===== config.mk =====
export PLATFORM = sky130hd
export DESIGN_NAME = csi2_tx_port_control
export DESIGN_NICKNAME = d
export VERILOG_FILES = /design/src/verilog/csi_tx_pkg.sv /design/src/verilog/tx_port_if.sv /design/src/verilog/tx_port_seq.sv /design/src/verilog/csi2_tx_port_control.sv
export VERILOG_INCLUDE_DIRS = /design/src /design/src/verilog
export SDC_FILE = /design/constraint.sdc
export NUM_CORES = 1
export LEC_CHECK = 0
export BUFFER_PORTS_ARGS = -buffer_cell sky130_fd_sc_hd__buf_4
export CORE_AREA = 2 2 93 95
export DETAILED_ROUTE_END_ITERATION = 16
export DIE_AREA = 0 0 95 97
export GPL_TIMING_DRIVEN = 0
export PLACE_DENSITY = 0.63
export SYNTH_ARGS = -nofsm -noshare
export SYNTH_HDL_FRONTEND = slang
export SYNTH_SLANG_ARGS = --single-unit

===== constraint.sdc =====
create_clock -name MCLK -period 2.9 [get_ports MCLK]
set_input_delay 0.29 -clock MCLK [delete_from_list [all_inputs] [get_ports MCLK]]
set_output_delay 0.29 -clock MCLK [all_outputs]
set_load 0.01 [all_outputs]

===== src/verilog/csi_tx_cfg.svh =====
// register offsets, field positions, reset values and counts for the
// two-port transmit control bank; included by the design modules only.
// Overview of operation
// each transmit port owns its own control register copies, routed by page select
// reads follow select bit 4; writes go to ports flagged by bits 0 and 1
// initial calibration, when enabled, goes out before any high-speed data
// software should enable initial calibration at 1.6 Gbps lane rate
// lane count field 00=4, 01=3, 10=2, 11=1 data lanes
// low-power field 00 normal, 01 data lanes LP00, 11 all lanes, 10 reserved
// continuous clock starts with the first packet sent, not before
// software should stop forwarding before toggling the output enable
// pass asserts on any enabled valid port, or all when mode bit set
// calibration payload alternates starting with 0; invert bit flips it
// single-calibration bit sends one sequence at the next idle period
// single-calibration bit clears itself after the sequence completes
// periodic mode sends a calibration sequence after each frame end
// status register reports pass and synchronization bits
// periodic sequence has the same length and pattern as the single one
`ifndef CSI_TX_CFG_SVH
`define CSI_TX_CFG_SVH

`define ADDR_PAGE_SEL 8'h32
`define ADDR_CTL 8'h33
`define ADDR_CTL2 8'h34
`define ADDR_STS 8'h35

`define SEL_WR_P0 0
`define SEL_WR_P1 1
`define SEL_RD_PORT 4
`define SEL_MASK 8'h13
`define SEL_RESET 8'h00

`define CTL_ENABLE 0
`define CTL_CONT_CLK 1
`define CTL_LP_LSB 2
`define CTL_LANES_LSB 4
`define CTL_CAL_EN 6
`define CTL_MASK 8'h7F
`define CTL_RESET 8'h00

`define CTL2_PERIODIC 0
`define CTL2_SINGLE 1
`define CTL2_INV 2
`define CTL2_PASS_MODE 3
`define CTL2_MASK 8'h0F
`define CTL2_RESET 8'h00

`define STS_PASS 0
`define STS_SYNC 1
`define STS_PORT_NUM 4

`define LP_NORMAL 2'b00
`define LP_DATA 2'b01
`define LP_ALL 2'b11

`define CAL_BITS 1024
`define CAL_BYTES (`CAL_BITS / 8)
`define CAL_PATTERN 8'hAA

`endif


===== src/verilog/csi_tx_pkg.sv =====
// types shared by the transmit control bank and its per-port sequencer
// no dependencies; compiled ahead of the interface and the modules
package csi_tx_pkg;
  typedef enum logic [1:0] {
    ST_OFF,
    ST_INIT_CAL,
    ST_RUN,
    ST_CAL
  } seq_state_e;

  typedef logic [7:0] reg_byte_t;
endpackage


===== src/verilog/tx_port_if.sv =====
// register path between the bank decoder and one transmit port copy
// assumes a single clock shared by both ends
`timescale 1ns/10ps
interface tx_port_if;
  import csi_tx_pkg::*;
  logic wr_ctl;
  logic wr_ctl2;
  reg_byte_t wdata;
  reg_byte_t ctl;
  reg_byte_t ctl2;
  logic [1:0] status;

  modport bank (output wr_ctl, output wr_ctl2, output wdata,
                input ctl, input ctl2, input status);
  modport port (input wr_ctl, input wr_ctl2, input wdata,
                output ctl, output ctl2, output status);
endinterface


===== src/verilog/tx_port_seq.sv =====
// one transmit port: its control registers and calibration sequencer
// assumes byte_en is a one-cycle pulse per link byte clock rising edge
`timescale 1ns/10ps
`include "csi_tx_cfg.svh"
module tx_port_seq import csi_tx_pkg::*; (
  input wire logic clk,
  input wire logic rst_n,
  tx_port_if.port regs,
  input wire logic byte_en,
  input wire logic frame_end,
  input wire logic hs_start,
  input wire logic link_idle,
  input wire logic [3:0] rx_enabled,
  input wire logic [3:0] rx_valid,
  input wire logic sync_ok,
  output logic [3:0] lane_en,
  output logic lp_data,
  output logic lp_clk,
  output logic cont_clk,
  output logic cal_active,
  output logic [7:0] cal_byte,
  output logic hs_ready,
  output logic pass
);
  reg_byte_t ctl_q;
  reg_byte_t ctl2_q;
  seq_state_e state_q;
  logic [7:0] cnt_q;
  logic per_pend_q;
  logic cal_single_q;
  logic last_byte;
  logic start_cal;
  logic any_ok;
  logic all_ok;

  localparam logic [7:0] last_index = 8'(`CAL_BYTES - 1);

  assign last_byte = byte_en && (cnt_q == last_index);
  assign start_cal = (state_q == ST_RUN) && link_idle
                     && (ctl2_q[`CTL2_SINGLE] || per_pend_q);
  assign regs.ctl = ctl_q;
  assign regs.ctl2 = ctl2_q;
  assign regs.status = {sync_ok && ctl_q[`CTL_ENABLE], pass};

  always_ff @(posedge clk) begin
    if (!rst_n) begin
      ctl_q <= `CTL_RESET;
    end else if (regs.wr_ctl) begin
      ctl_q <= regs.wdata & `CTL_MASK;
    end
  end

  // a software write in the finishing cycle wins over the self-clear
  always_ff @(posedge clk) begin
    if (!rst_n) begin
      ctl2_q <= `CTL2_RESET;
    end else if (regs.wr_ctl2) begin
      ctl2_q <= regs.wdata & `CTL2_MASK;
    end else if (state_q == ST_CAL && last_byte && cal_single_q) begin
      ctl2_q[`CTL2_SINGLE] <= 1'b0;
    end
  end

  always_ff @(posedge clk) begin
    if (!rst_n) begin
      state_q <= ST_OFF;
      cnt_q <= 8'h00;
      cal_single_q <= 1'b0;
    end else if (!ctl_q[`CTL_ENABLE]) begin
      state_q <= ST_OFF;
      cnt_q <= 8'h00;
      cal_single_q <= 1'b0;
    end else begin
      unique case (state_q)
        ST_OFF: begin
          cnt_q <= 8'h00;
          state_q <= ctl_q[`CTL_CAL_EN] ? ST_INIT_CAL : ST_RUN;
        end
        ST_INIT_CAL: begin
          if (byte_en) cnt_q <= cnt_q + 8'h01;
          if (last_byte) state_q <= ST_RUN;
        end
        ST_RUN: begin
          cnt_q <= 8'h00;
          if (start_cal) begin
            state_q <= ST_CAL;
            cal_single_q <= ctl2_q[`CTL2_SINGLE];
          end
        end
        ST_CAL: begin
          if (byte_en) cnt_q <= cnt_q + 8'h01;
          if (last_byte) state_q <= ST_RUN;
        end
      endcase
    end
  end

  // a frame end in the cycle the sequence starts is kept for the next one
  always_ff @(posedge clk) begin
    if (!rst_n) begin
      per_pend_q <= 1'b0;
    end else if (!ctl_q[`CTL_ENABLE] || !ctl2_q[`CTL2_PERIODIC]) begin
      per_pend_q <= 1'b0;
    end else if (frame_end) begin
      per_pend_q <= 1'b1;
    end else if (start_cal) begin
      per_pend_q <= 1'b0;
    end
  end

  always_ff @(posedge clk) begin
    if (!rst_n) begin
      cal_active <= 1'b0;
      cal_byte <= 8'h00;
      hs_ready <= 1'b0;
    end else begin
      cal_active <= (state_q == ST_INIT_CAL) || (state_q == ST_CAL);
      cal_byte <= ((state_q == ST_INIT_CAL) || (state_q == ST_CAL)) ?
                  (ctl2_q[`CTL2_INV] ? ~`CAL_PATTERN : `CAL_PATTERN) : 8'h00;
      hs_ready <= (state_q == ST_RUN) && !start_cal;
    end
  end

  always_ff @(posedge clk) begin
    if (!rst_n) begin
      lane_en <= 4'h0;
      lp_data <= 1'b0;
      lp_clk <= 1'b0;
    end else begin
      unique case (ctl_q[`CTL_LANES_LSB +: 2])
        2'b00: lane_en <= 4'hF;
        2'b01: lane_en <= 4'h7;
        2'b10: lane_en <= 4'h3;
        2'b11: lane_en <= 4'h1;
      endcase
      // reserved code 10 behaves as normal operation
      lp_data <= (ctl_q[`CTL_LP_LSB +: 2] == `LP_DATA)
                 || (ctl_q[`CTL_LP_LSB +: 2] == `LP_ALL);
      lp_clk <= (ctl_q[`CTL_LP_LSB +: 2] == `LP_ALL);
    end
  end

  always_ff @(posedge clk) begin
    if (!rst_n) begin
      cont_clk <= 1'b0;
    end else if (!ctl_q[`CTL_ENABLE] || !ctl_q[`CTL_CONT_CLK]) begin
      cont_clk <= 1'b0;
    end else if (hs_start && state_q == ST_RUN) begin
      cont_clk <= 1'b1;
    end
  end

  assign any_ok = |(rx_enabled & rx_valid);
  assign all_ok = (|rx_enabled) && ((rx_enabled & rx_valid) == rx_enabled);

  always_ff @(posedge clk) begin
    if (!rst_n) begin
      pass <= 1'b0;
    end else begin
      pass <= ctl_q[`CTL_ENABLE] && (ctl2_q[`CTL2_PASS_MODE] ? all_ok : any_ok);
    end
  end
endmodule


===== src/verilog/csi2_tx_port_control.sv =====
// transmit-port control bank: page select, per-port register copies,
// status readback and link byte clock edge detection.
// assumes the register port is driven by the device's serial target logic
// on MCLK; TX_BYTE_CLK comes from the link PHY and is asynchronous.
`timescale 1ns/10ps
`include "csi_tx_cfg.svh"
module csi2_tx_port_control import csi_tx_pkg::*; #(
  parameter int NUM_PORTS = 2,
  parameter int NUM_RX = 4
) (
  input wire logic MCLK,
  input wire logic RST_N,
  input wire logic [7:0] REG_ADDR,
  input wire logic [7:0] REG_WDATA,
  input wire logic REG_WR,
  input wire logic REG_RD,
  output logic [7:0] REG_RDATA,
  input wire logic TX_BYTE_CLK,
  input wire logic [NUM_PORTS-1:0] FRAME_END,
  input wire logic [NUM_PORTS-1:0] HS_START,
  input wire logic [NUM_PORTS-1:0] LINK_IDLE,
  input wire logic [NUM_RX-1:0] RX_ENABLED,
  input wire logic [NUM_RX-1:0] RX_VALID,
  input wire logic [NUM_PORTS-1:0] SYNC_OK,
  output logic [4*NUM_PORTS-1:0] LANE_EN,
  output logic [NUM_PORTS-1:0] LP_DATA,
  output logic [NUM_PORTS-1:0] LP_CLK,
  output logic [NUM_PORTS-1:0] CONT_CLK,
  output logic [NUM_PORTS-1:0] CAL_ACTIVE,
  output logic [8*NUM_PORTS-1:0] CAL_BYTE,
  output logic [NUM_PORTS-1:0] HS_READY,
  output logic [NUM_PORTS-1:0] PASS
);
  reg_byte_t sel_q;
  logic bclk_s1_q;
  logic bclk_s2_q;
  logic bclk_s3_q;
  logic byte_en;
  logic rd_port;
  reg_byte_t ctl_rd [NUM_PORTS];
  reg_byte_t ctl2_rd [NUM_PORTS];
  logic [1:0] sts_rd [NUM_PORTS];
  logic [NUM_PORTS-1:0] wr_mask;

  // byte clock is slow next to MCLK, so rising edges are found by sampling
  always_ff @(posedge MCLK) begin
    if (!RST_N) begin
      bclk_s1_q <= 1'b0;
      bclk_s2_q <= 1'b0;
      bclk_s3_q <= 1'b0;
    end else begin
      bclk_s1_q <= TX_BYTE_CLK;
      bclk_s2_q <= bclk_s1_q;
      bclk_s3_q <= bclk_s2_q;
    end
  end

  assign byte_en = bclk_s2_q && !bclk_s3_q;

  always_ff @(posedge MCLK) begin
    if (!RST_N) begin
      sel_q <= `SEL_RESET;
    end else if (REG_WR && REG_ADDR == `ADDR_PAGE_SEL) begin
      sel_q <= REG_WDATA & `SEL_MASK;
    end
  end

  // write fan-out may hit both copies at once; read picks exactly one
  assign wr_mask = NUM_PORTS'({sel_q[`SEL_WR_P1], sel_q[`SEL_WR_P0]});
  assign rd_port = sel_q[`SEL_RD_PORT];

  for (genvar p = 0; p < NUM_PORTS; p++) begin : g_port
    tx_port_if pif ();

    assign pif.wdata = REG_WDATA;
    assign pif.wr_ctl = REG_WR && wr_mask[p] && (REG_ADDR == `ADDR_CTL);
    assign pif.wr_ctl2 = REG_WR && wr_mask[p] && (REG_ADDR == `ADDR_CTL2);
    assign ctl_rd[p] = pif.ctl;
    assign ctl2_rd[p] = pif.ctl2;
    assign sts_rd[p] = pif.status;

    tx_port_seq u_seq (
      .clk(MCLK),
      .rst_n(RST_N),
      .regs(pif.port),
      .byte_en(byte_en),
      .frame_end(FRAME_END[p]),
      .hs_start(HS_START[p]),
      .link_idle(LINK_IDLE[p]),
      .rx_enabled(RX_ENABLED),
      .rx_valid(RX_VALID),
      .sync_ok(SYNC_OK[p]),
      .lane_en(LANE_EN[4*p +: 4]),
      .lp_data(LP_DATA[p]),
      .lp_clk(LP_CLK[p]),
      .cont_clk(CONT_CLK[p]),
      .cal_active(CAL_ACTIVE[p]),
      .cal_byte(CAL_BYTE[8*p +: 8]),
      .hs_ready(HS_READY[p]),
      .pass(PASS[p])
    );
  end

  // read data is held until the next read; unmapped offsets read zero
  always_ff @(posedge MCLK) begin
    if (!RST_N) begin
      REG_RDATA <= 8'h00;
    end else if (REG_RD) begin
      unique case (REG_ADDR)
        `ADDR_PAGE_SEL: REG_RDATA <= sel_q;
        `ADDR_CTL: REG_RDATA <= ctl_rd[rd_port];
        `ADDR_CTL2: REG_RDATA <= ctl2_rd[rd_port];
        `ADDR_STS: REG_RDATA <= {3'b000, rd_port, 2'b00, sts_rd[rd_port]};
        default: REG_RDATA <= 8'h00;
      endcase
    end
  end
endmodule


==> tab_implementation.tex, run 1 <==
\begin{tabular}{lr}
\hline
Metric & Value \\
\hline
\multicolumn{2}{l}{\textbf{Power}} \\
\quad Lkg Pwr & 2.000 nW \\
\quad Peak VDD IR & 0.0002275 V \\
\quad Part of the power in combinational logic & 5.6\% \\
\quad Total Power & 2.141 mW \\
\quad Clock share of power & 41.4\% \\
\quad PwrDens & 472.7 nW/um\^{}2 \\
\quad Sequential share of power & a little over half \\
\quad Power Internal & 1.691 mW \\
\quad Switching part of the total power & 20.98\% \\
\quad Net switching component of the power & roughly 0.45 mW \\
\multicolumn{2}{l}{\textbf{CTS}} \\
\quad Hold\_buf cts & 0 \\
\quad Insertion delay of the later-clocked pin in the worst-skew pair & 0.35 ns \\
\quad Clock tree from TritonCTS & yes \\
\quad Buffer cell driving the clock tree root & clkbuf\_8 \\
\quad Number of sinks driven by the clock tree & 82 \\
\quad CTS H-Tree Depth & 3 \\
\quad Number of buffers created by CTS & 9 \\
\quad Post-CTS setup buffer count & 0 \\
\quad Buffer depth of the longest clock path & 2 \\
\quad Post-CTS clock slew at the launch and capture registers of the worst setup and hold paths & $\sim$0.080 ns \\
\quad Resized cells post-CTS & 0 \\
\multicolumn{2}{l}{\textbf{Logic synthesis}} \\
\quad Gate count after technology mapping & 373 \\
\quad Share of flip-flops with an asynchronous set or reset after synthesis & 0\% \\
\quad Number of enable-type register cells in the synthesized netlist & 0 \\
\quad Number of distinct library cell variants in the gate-level netlist after synthesis & 51 \\
\quad Count of warnings emitted by yosys & 0 \\
\quad Portion of the post-synthesis area used by sequential elements & a little under half \\
\quad Predominant post-synthesis flop cell & dfxtp\_1 \\
\quad Avg Inst Size Synth & 9.664 um\^{}2 \\
\quad Total standard cell area after synthesis & 3605 um\^{}2 \\
\quad Number of synthesized register bits & about 80 \\
\quad Syn Nets & 412 \\
\multicolumn{2}{l}{\textbf{Floorplan}} \\
\quad Num rows & 33 \\
\quad Die X-Extent & 95 um \\
\quad Die footprint & 9215 um\^{}2 \\
\quad Vert. Die Dim & 97 um \\
\quad Placeable core area & 8134 um\^{}2 \\
\quad Io pins & 81 \\
\quad Effective utilization at floorplan & 44.32\% \\
\multicolumn{2}{l}{\textbf{Critical path}} \\
\quad Req. time, crit path & 3.12 ns \\
\quad Arrival time of data at the critical path endpoint & 1.67 ns \\
\quad Classification of the worst setup path & flip-flop to flip-flop \\
\quad Worst Path Max Fanout & 5 \\
\quad Crit path capture type & flip-flop \\
\quad Critical Path Source Type & flip-flop \\
\quad Worst-case register-to-register setup slack & 1.45 ns \\
\multicolumn{2}{l}{\textbf{Cells and area}} \\
\quad Multi-input gate area in the final layout & 1680 um\^{}2 \\
\quad Post-layout instance count excluding filler cells & 570 \\
\quad NumNets Final & around 500 \\
\quad Area growth from synthesis to final layout & 25.62\% \\
\quad \# fillers & 752 \\
\quad Finished Cell Area & 4528 um\^{}2 \\
\quad Layout cell share with drive strength beyond 1 & between 20 and 30\% \\
\quad Most frequent standard cell in the layout excluding fill and tap cells & buf\_4 \\
\quad Seq. cell area & 1642 um\^{}2 \\
\quad Number of antenna cells inserted & 0 \\
\quad Most frequent cells in the layout & buf\_4 (106), dfxtp\_1 (82), nand2\_1 (36) \\
\multicolumn{2}{l}{\textbf{STA}} \\
\quad Slew Viols, Final & 0 \\
\quad RSZ-0062 raised after global routing & no \\
\quad Final period util & 49.87\% \\
\quad Clock Skews & 0.007145 ns \\
\quad Slack of the critical path & 1.454 ns \\
\quad Hold Violations, Final & 0 \\
\quad Headroom to the max-slew limit & 64.97\% \\
\quad Setup-failing EPs final & 0 \\
\quad Maximum achievable frequency & roughly 690 MHz \\
\quad Sum Neg Setup Slack & 0 ns \\
\quad Minimum clock period after layout & 1.446 ns \\
\quad Worst slew pin tran & roughly 0.53 ns \\
\multicolumn{2}{l}{\textbf{Route}} \\
\quad Number of detailed-route iterations in the first pass & 4 \\
\quad Vias & 2907 \\
\quad Detail Route Antenna Nets & 0 \\
\quad Metal-1 WL & 3939 um \\
\quad Routed wirelength normalized by instance count & 14.38 um \\
\quad Met3 wire len & slightly below 400 um \\
\quad Via count normalized by instance count & 5.100 \\
\quad Violation count after the first detailed-route iteration & 139 \\
\quad DR top layer & met4 \\
\quad Met2 Routed Length & 3696 um \\
\quad Final wirelength & slightly above 8000 um \\
\quad Total DRC errors in the routed layout & 0 \\
\multicolumn{2}{l}{\textbf{Worst hold path}} \\
\quad Worst hold path class & primary input to flip-flop \\
\multicolumn{2}{l}{\textbf{Global route}} \\
\quad Wire length of the first global-routing pass & 13500 um \\
\quad Overflow left after global routing & 0 \\
\quad Maximum number of pins on one net before global-route repair & 13 \\
\quad All-layer global routing usage & around a fifth \\
\quad Number of antenna violations at the first check in global routing & 0 \\
\quad Vias in the first global route & approximately 2800 \\
\multicolumn{2}{l}{\textbf{Job}} \\
\quad Maximum Capacitance Violations & 0 \\
\multicolumn{2}{l}{\textbf{Placed design}} \\
\quad Final weighted congestion of routability-driven global placement & 0.8272 \\
\quad Number of buffers inserted by port buffering & 78 \\
\quad Half-perimeter wire length of the detailed placement result & 6169 um \\
\quad Post-Place Cell Area & $\sim$4300 um\^{}2 \\
\quad Number of instances in the placed design & 556 \\
\quad Worst slack at placement & 1.283 ns \\
\multicolumn{2}{l}{\textbf{Status}} \\
\quad Status & complete, no violations \\
\hline
\end{tabular}
cell usage after synthesis (3+ instances only):
cell type / number / share of area [%]
xor2_1: 10 / 2.4
nand3b_1: 3 / 0.62
a21oi_1: 11 / 1.5
nand3_1: 5 / 0.69
dfxtp_1: 82 / 46
nor2_1: 27 / 2.8
inv_1: 9 / 0.94
o22ai_1: 6 / 1.0
clkbuf_1: 6 / 0.62
o21ai_0: 4 / 0.56
o21ai_1: 3 / 0.42
a211oi_1: 4 / 0.83
a32oi_1: 3 / 0.73
and3b_2: 3 / 0.83
buf_4: 28 / 5.8
and3_1: 6 / 1.0
nand4_1: 8 / 1.4
nor2b_1: 27 / 4.7
nor3b_1: 5 / 1.0
mux2i_1: 33 / 9.2
and2_1: 11 / 1.9
nand2_1: 36 / 3.7
metrics by stage:
| stage | hold WS (ns) | util, % |
|---|---|---|
| floorplan | 0.3177 | - |
| global placement | 0.4190 | 53.13 |
| detailed placement | 0.4226 | 53.13 |
| CTS | 0.05680 | 55.67 |
| global route | 0.05176 | 55.67 |
| finish | 0.06513 | 55.67 |
per-layer routing:
layer  global-route usage (%)  up-vias
met1                    26.54     1352
met5                        0        -
met3                    3.037       12
met4                    8.696        0
li1                         -     1456
met2                    27.71       87
layout make-up:
cell class | instances | share of cell area [%]
multi-input combinational | 246 | 37.11
inverter | 9 | 0.7461
tap | 105 | 2.901
buffer | 36 | 5.499
clock buffer | 11 | 3.122
timing repair buffer | 78 | 12.93
sequential | 82 | 36.25
clock inverter | 3 | 1.437
sequential cells by signal, indices dropped and copies added, names as in the netlist:
name                       cells
g_port.u_seq.cont_clk          2
g_port.u_seq.hs_ready          2
g_port.u_seq.state_q           4
g_port.u_seq.cnt_q            16
g_port.u_seq.lp_data           2
g_port.u_seq.per_pend_q        2
g_port.u_seq.regs.ctl         14
g_port.u_seq.pass              2
REG_RDATA                      7
g_port.u_seq.lp_clk            2
g_port.u_seq.cal_active        2
g_port.u_seq.regs.ctl2         8
sel_q                          3
g_port.u_seq.lane_en           7
bclk_s3_q                      1
bclk_s2_q                      1
g_port.u_seq.cal_byte          4
g_port.u_seq.cal_single_q      2
bclk_s1_q                      1
power groups by stage:
stage	Clock, mW	Sequential (mW)	Combinational, mW
floorplan	0	1.16	0.0470
global placement	0	1.16	0.119
detailed placement	0	1.16	0.121
CTS	0.902	1.13	0.121
global route	0.953	1.13	0.133
finish	0.886	1.13	0.121
critical path, stage by stage, from the launching register on:
cell	delay (ns)
dfxtp_1	0.42
and4bb_1	0.22
nand4_1	0.34
o31ai_1	0.21
o22ai_1	0.13
kinds of logic after synthesis:
logic type                 share of synthesized area [%]
muxes                                              9.893
and+or+nand+nor                                    24.37
adders and majority gates                         0.6941
other                                             0.1040
xor gates and xnor gates                           2.916
AOI/OAI and AO/OA                                  8.643
buffers and inverters                              7.844
DFF                                                45.54
final timing paths:
path,cells past startpoint,endpoint,startpoint
max,4,g_port[0].u_seq.regs.ctl2[1],sel_q[0]
min,1,g_port[1].u_seq.lane_en[0],RST_N
max reg2reg,4,g_port[0].u_seq.regs.ctl2[1],sel_q[0]
min reg2reg,1,bclk_s2_q,bclk_s1_q
No activity file was read; power rests on OpenSTA's default activity.
==> run 2, diff against run 1 <==
Settings changed: ABC_AREA from default to 1.
Clock period 2.9 ns to 1.45 ns, I/O delays scaled along.
==> run 2 against run 1 <==
Net effect:
- clock power grew 91%
- sequential share of layout area shrank 0.26 points
- core utilization up 0.45 points
- via count up 13%
- clock skew is essentially flat
- flip-flop and latch count unchanged
- power increased by 96%
- first-iteration DRC count up 36%
- final cell count increased by 22%
- critical path type unchanged
- largest cell class is now flip-flops and latches
==> tab_implementation.tex, run 2 <==
\begin{tabular}{lr}
\hline
Metric & Value \\
\hline
\multicolumn{2}{l}{\textbf{Floorplan}} \\
\quad Effective utilization at floorplan & 44.47\% (+0.15 points) \\
\quad Die X-Extent & 95 um (unchanged) \\
\quad Placeable core area & 8134 um\^{}2 (unchanged) \\
\quad Die footprint & 9215 um\^{}2 (unchanged) \\
\quad Io pins & 81 (unchanged) \\
\quad Num rows & 33 (unchanged) \\
\quad Vert. Die Dim & 97 um (unchanged) \\
\multicolumn{2}{l}{\textbf{Logic synthesis}} \\
\quad Yosys top cell by area & dfxtp\_1 \\
\quad Gate count after technology mapping & 496 (+33\%) \\
\quad Number of synthesized register bits & 82 (unchanged) \\
\quad Commonest cells in the netlist & nand2\_1 (107), dfxtp\_1 (82), inv\_1 (61) \\
\quad Predominant post-synthesis flop cell & dfxtp\_1 \\
\quad Syn Nets & 535 (+30\%) \\
\quad Total standard cell area after synthesis & 3617 um\^{}2 (+0.35\%) \\
\quad Synth top area share & 45.38\% (-0.16 points) \\
\quad Leading cell types by total area after synthesis & dfxtp\_1 (45\%), nand2\_1 (11\%), a21oi\_1 (7.1\%), inv\_1 (6.3\%), buf\_4 (5.6\%) \\
\quad Count of warnings emitted by yosys & 0 (unchanged) \\
\quad Most frequent cell after synthesis & nand2\_1 \\
\quad Share of flip-flops with an asynchronous set or reset after synthesis & 0\% (unchanged) \\
\quad Avg Inst Size Synth & 7.293 um\^{}2 (-25\%) \\
\quad Number of enable-type register cells in the synthesized netlist & 0 (unchanged) \\
\quad Portion of the post-synthesis area used by sequential elements & 45.38\% (-0.16 points) \\
\quad Number of distinct library cell variants in the gate-level netlist after synthesis & 36 (-29\%) \\
\multicolumn{2}{l}{\textbf{Route}} \\
\quad Via count normalized by instance count & 4.716 (-7.5\%) \\
\quad Total DRC errors in the routed layout & 0 (unchanged) \\
\quad Routed wirelength normalized by instance count & 12.12 um (-16\%) \\
\quad Violation count after the first detailed-route iteration & 189 (+36\%) \\
\quad Vias & 3287 (+13\%) \\
\quad Number of detailed-route iterations in the first pass & 4 (unchanged) \\
\quad Final wirelength & 8450 um (+3.1\%) \\
\quad Detail Route Antenna Nets & 0 (unchanged) \\
\multicolumn{2}{l}{\textbf{Cells and area}} \\
\quad \# fillers & 805 (+7.0\%) \\
\quad Number of antenna cells inserted & 0 (unchanged) \\
\quad NumNets Final & 626 (+25\%) \\
\quad Area growth from synthesis to final layout & 26.18\% \\
\quad Layout cell share with drive strength beyond 1 & 25.84\% (-2.5 points) \\
\quad Most frequent standard cell in the layout excluding fill and tap cells & nand2\_1 \\
\quad Final core area utilization & 56.11\% (+0.45 points) \\
\quad Multi-input gate area in the final layout & 1459 um\^{}2 (-13\%) \\
\quad Most frequent cells in the layout & nand2\_1 (107), buf\_4 (105), dfxtp\_1 (81) \\
\quad Largest register by flop count & g\_port.u\_seq.cnt\_q \\
\quad Seq. cell area & 1643 um\^{}2 (about the same) \\
\quad Flip-flop count of the largest register after layout & 16 (unchanged) \\
\multicolumn{2}{l}{\textbf{STA}} \\
\quad Final period util & 88.83\% (+39 points) \\
\quad Minimum clock period after layout & 1.288 ns (-0.1582 ns) \\
\quad Maximum achievable frequency & 776.3 MHz (+12\%) \\
\quad Slew Viols, Final & 0 (unchanged) \\
\quad RSZ-0062 raised after global routing & no \\
\quad Headroom to the max-slew limit & 59.37\% (-5.6 points) \\
\quad Hold Violations, Final & 0 (unchanged) \\
\quad Sum Neg Setup Slack & 0 ns (unchanged) \\
\quad Worst slew pin tran & 0.6095 ns (+0.08406 ns) \\
\quad Clock Skews & 0.006951 ns (-0.0001936 ns) \\
\quad Setup-failing EPs final & 0 (unchanged) \\
\multicolumn{2}{l}{\textbf{Global route}} \\
\quad Overflow left after global routing & 0 (unchanged) \\
\quad Number of antenna violations at the first check in global routing & 0 (unchanged) \\
\quad Maximum number of pins on one net before global-route repair & 16 (+3) \\
\quad All-layer global routing usage & 19.63\% (+0.88 points) \\
\quad Vias in the first global route & 3174 (+13\%) \\
\quad Wire length of the first global-routing pass & 14420 um (+6.8\%) \\
\multicolumn{2}{l}{\textbf{Critical path}} \\
\quad Crit path buf inv count & 1 (+1) \\
\quad Req. time, crit path & 1.67 ns (-1.45 ns) \\
\quad Arrival time of data at the critical path endpoint & 1.50 ns (-0.17 ns) \\
\quad Critical-path cell list & inv\_2 -> nor2\_4 -> nand3\_2 -> nor2\_4 -> nand3\_1 -> nand3\_1 -> a21oi\_1 \\
\quad Critical Path Source Type & flip-flop \\
\quad Worst Path Max Fanout & 7 (+2) \\
\quad Crit-path leading delay family & simple AND/OR/NAND/NOR gates \\
\quad Crit path capture type & flip-flop \\
\quad Delay of the slowest cell on the worst path & 0.36 ns (-0.06 ns) \\
\quad Worst-path cell with the longest stage delay & dfxtp\_2 \\
\quad Classification of the worst setup path & flip-flop to flip-flop \\
\multicolumn{2}{l}{\textbf{CTS}} \\
\quad Insertion delay of the later-clocked pin in the worst-skew pair & 0.35 ns (about the same) \\
\quad Number of buffers created by CTS & 9 (unchanged) \\
\quad Clock tree from TritonCTS & yes \\
\quad Post-CTS clock slew at the launch and capture registers of the worst setup and hold paths & 0.09 ns (about the same) \\
\quad Buffer depth of the longest clock path & 2 (unchanged) \\
\quad Number of sinks driven by the clock tree & 82 (unchanged) \\
\quad CTS H-Tree Depth & 3 (unchanged) \\
\quad Buffer cell driving the clock tree root & clkbuf\_8 \\
\multicolumn{2}{l}{\textbf{Placed design}} \\
\quad Final weighted congestion of routability-driven global placement & 0.8401 (+1.6\%) \\
\quad Half-perimeter wire length of the detailed placement result & 6467 um (+4.8\%) \\
\quad Number of buffers inserted by port buffering & 77 (-1.3\%) \\
\multicolumn{2}{l}{\textbf{Power}} \\
\quad Peak VDD IR & 0.0004795 V (+110\%) \\
\quad PwrDens & 919.4 nW/um\^{}2 (+94\%) \\
\quad Lkg Pwr & 2.020 nW (+0.99\%) \\
\multicolumn{2}{l}{\textbf{Worst hold path}} \\
\quad Worst hold path class & primary input to flip-flop \\
\multicolumn{2}{l}{\textbf{Job}} \\
\quad Maximum Capacitance Violations & 0 (unchanged) \\
\multicolumn{2}{l}{\textbf{Status}} \\
\quad Status & complete, no violations \\
\hline
\end{tabular}
run 2: changes by cell type after synthesis, sizes merged, moves of 13 or more:
| cell | previous run | this run |
|---|---|---|
| a21oi | 11 | 51 |
| inv | 9 | 68 |
| mux2i | 33 | 0 |
| nand2 | 36 | 114 |
| nand3 | 9 | 29 |
| nor2 | 27 | 40 |
| nor2b | 27 | 0 |
| o21ai | 7 | 36 |
run 2: layout make-up:
type                    count  share of cell area (%)
inverters                  71                   5.839
clock buffers              10                   2.796
clock inverters             6                   1.617
well taps                 105                   2.878
plain buffers              38                   5.647
flip-flops and latches     82                   35.99
repair buffers             80                   13.27
multi-input cells         305                   31.96
run 2: path summary, 6_finish.rpt:
path	to	slack, ns	cells after the start	from
min reg2reg	g_port[0].u_seq.cal_byte[5]	0.42	1	g_port[0].u_seq.regs.ctl2[2]
max	g_port[0].u_seq.regs.ctl2[1]	0.16	7	bclk_s2_q
max reg2reg	g_port[0].u_seq.regs.ctl2[1]	0.16	7	bclk_s2_q
min	g_port[1].u_seq.cont_clk	0.05	3	HS_START[1]
run 2: kinds of logic (layout without fill, tap and decap cells):
kind of cell    count (synthesis)  after routing  synth area share [%]
simple gates                  204            204                 25.08
buf+inv                       109            205                 14.49
compound gates                 98             98                 14.25
flops                          82             82                 45.38
fa+ha+maj                       2              2                0.6917
other cells                     1              1                0.1037
run 2: power by group:
group | leakage (nW) | switching (mW) | internal [mW]
Combinational | 1.26 | 0.118 | 0.114
Clock | 0.0950 | 0.873 | 0.818
Sequential | 0.664 | 0.00687 | 2.27
run 2: layer usage:
layer | track usage, % | vias up | routed length [um]
met5 | 0 | - | 0
met4 | 5.463 | 0 | 78
met3 | 3.505 | 7 | 419
met2 | 32.73 | 89 | 3907
met1 | 25.84 | 1448 | 4045
li1 | - | 1743 | -
run 2: through the flow:
step                cell area [um^2]  setup slack [ns]  hold WS, ns  total power, mW  cells
floorplan                       3617            0.2863       0.1727            2.417    496
global placement                4327           0.06235       0.2571            2.548    678
detailed placement              4327           0.01389       0.2582            2.553    678
CTS                             4548           0.08972      0.04479            4.233    696
global route                    4564           0.02881      0.04165            4.370    697
finish                          4564            0.1619      0.05179            4.196    697
run 2: what timing repair did:
| action | in CTS | in global routing |
|---|---|---|
| hold buffers | 2 | 0 |
| resized for setup | 0 | 3 |
| hold endpoints to repair | 2 | 0 |
| setup buffers | 0 | 1 |
| endpoints found under the setup margin | 0 | 4 |
run 2: worst reg2reg max path: stages (launching register included):
cell and delay (ns):
dfxtp_2 0.36, inv_2 0.05, nor2_4 0.19, nand3_2 0.14, nor2_4 0.15, nand3_1 0.11, nand3_1 0.09, a21oi_1 0.07
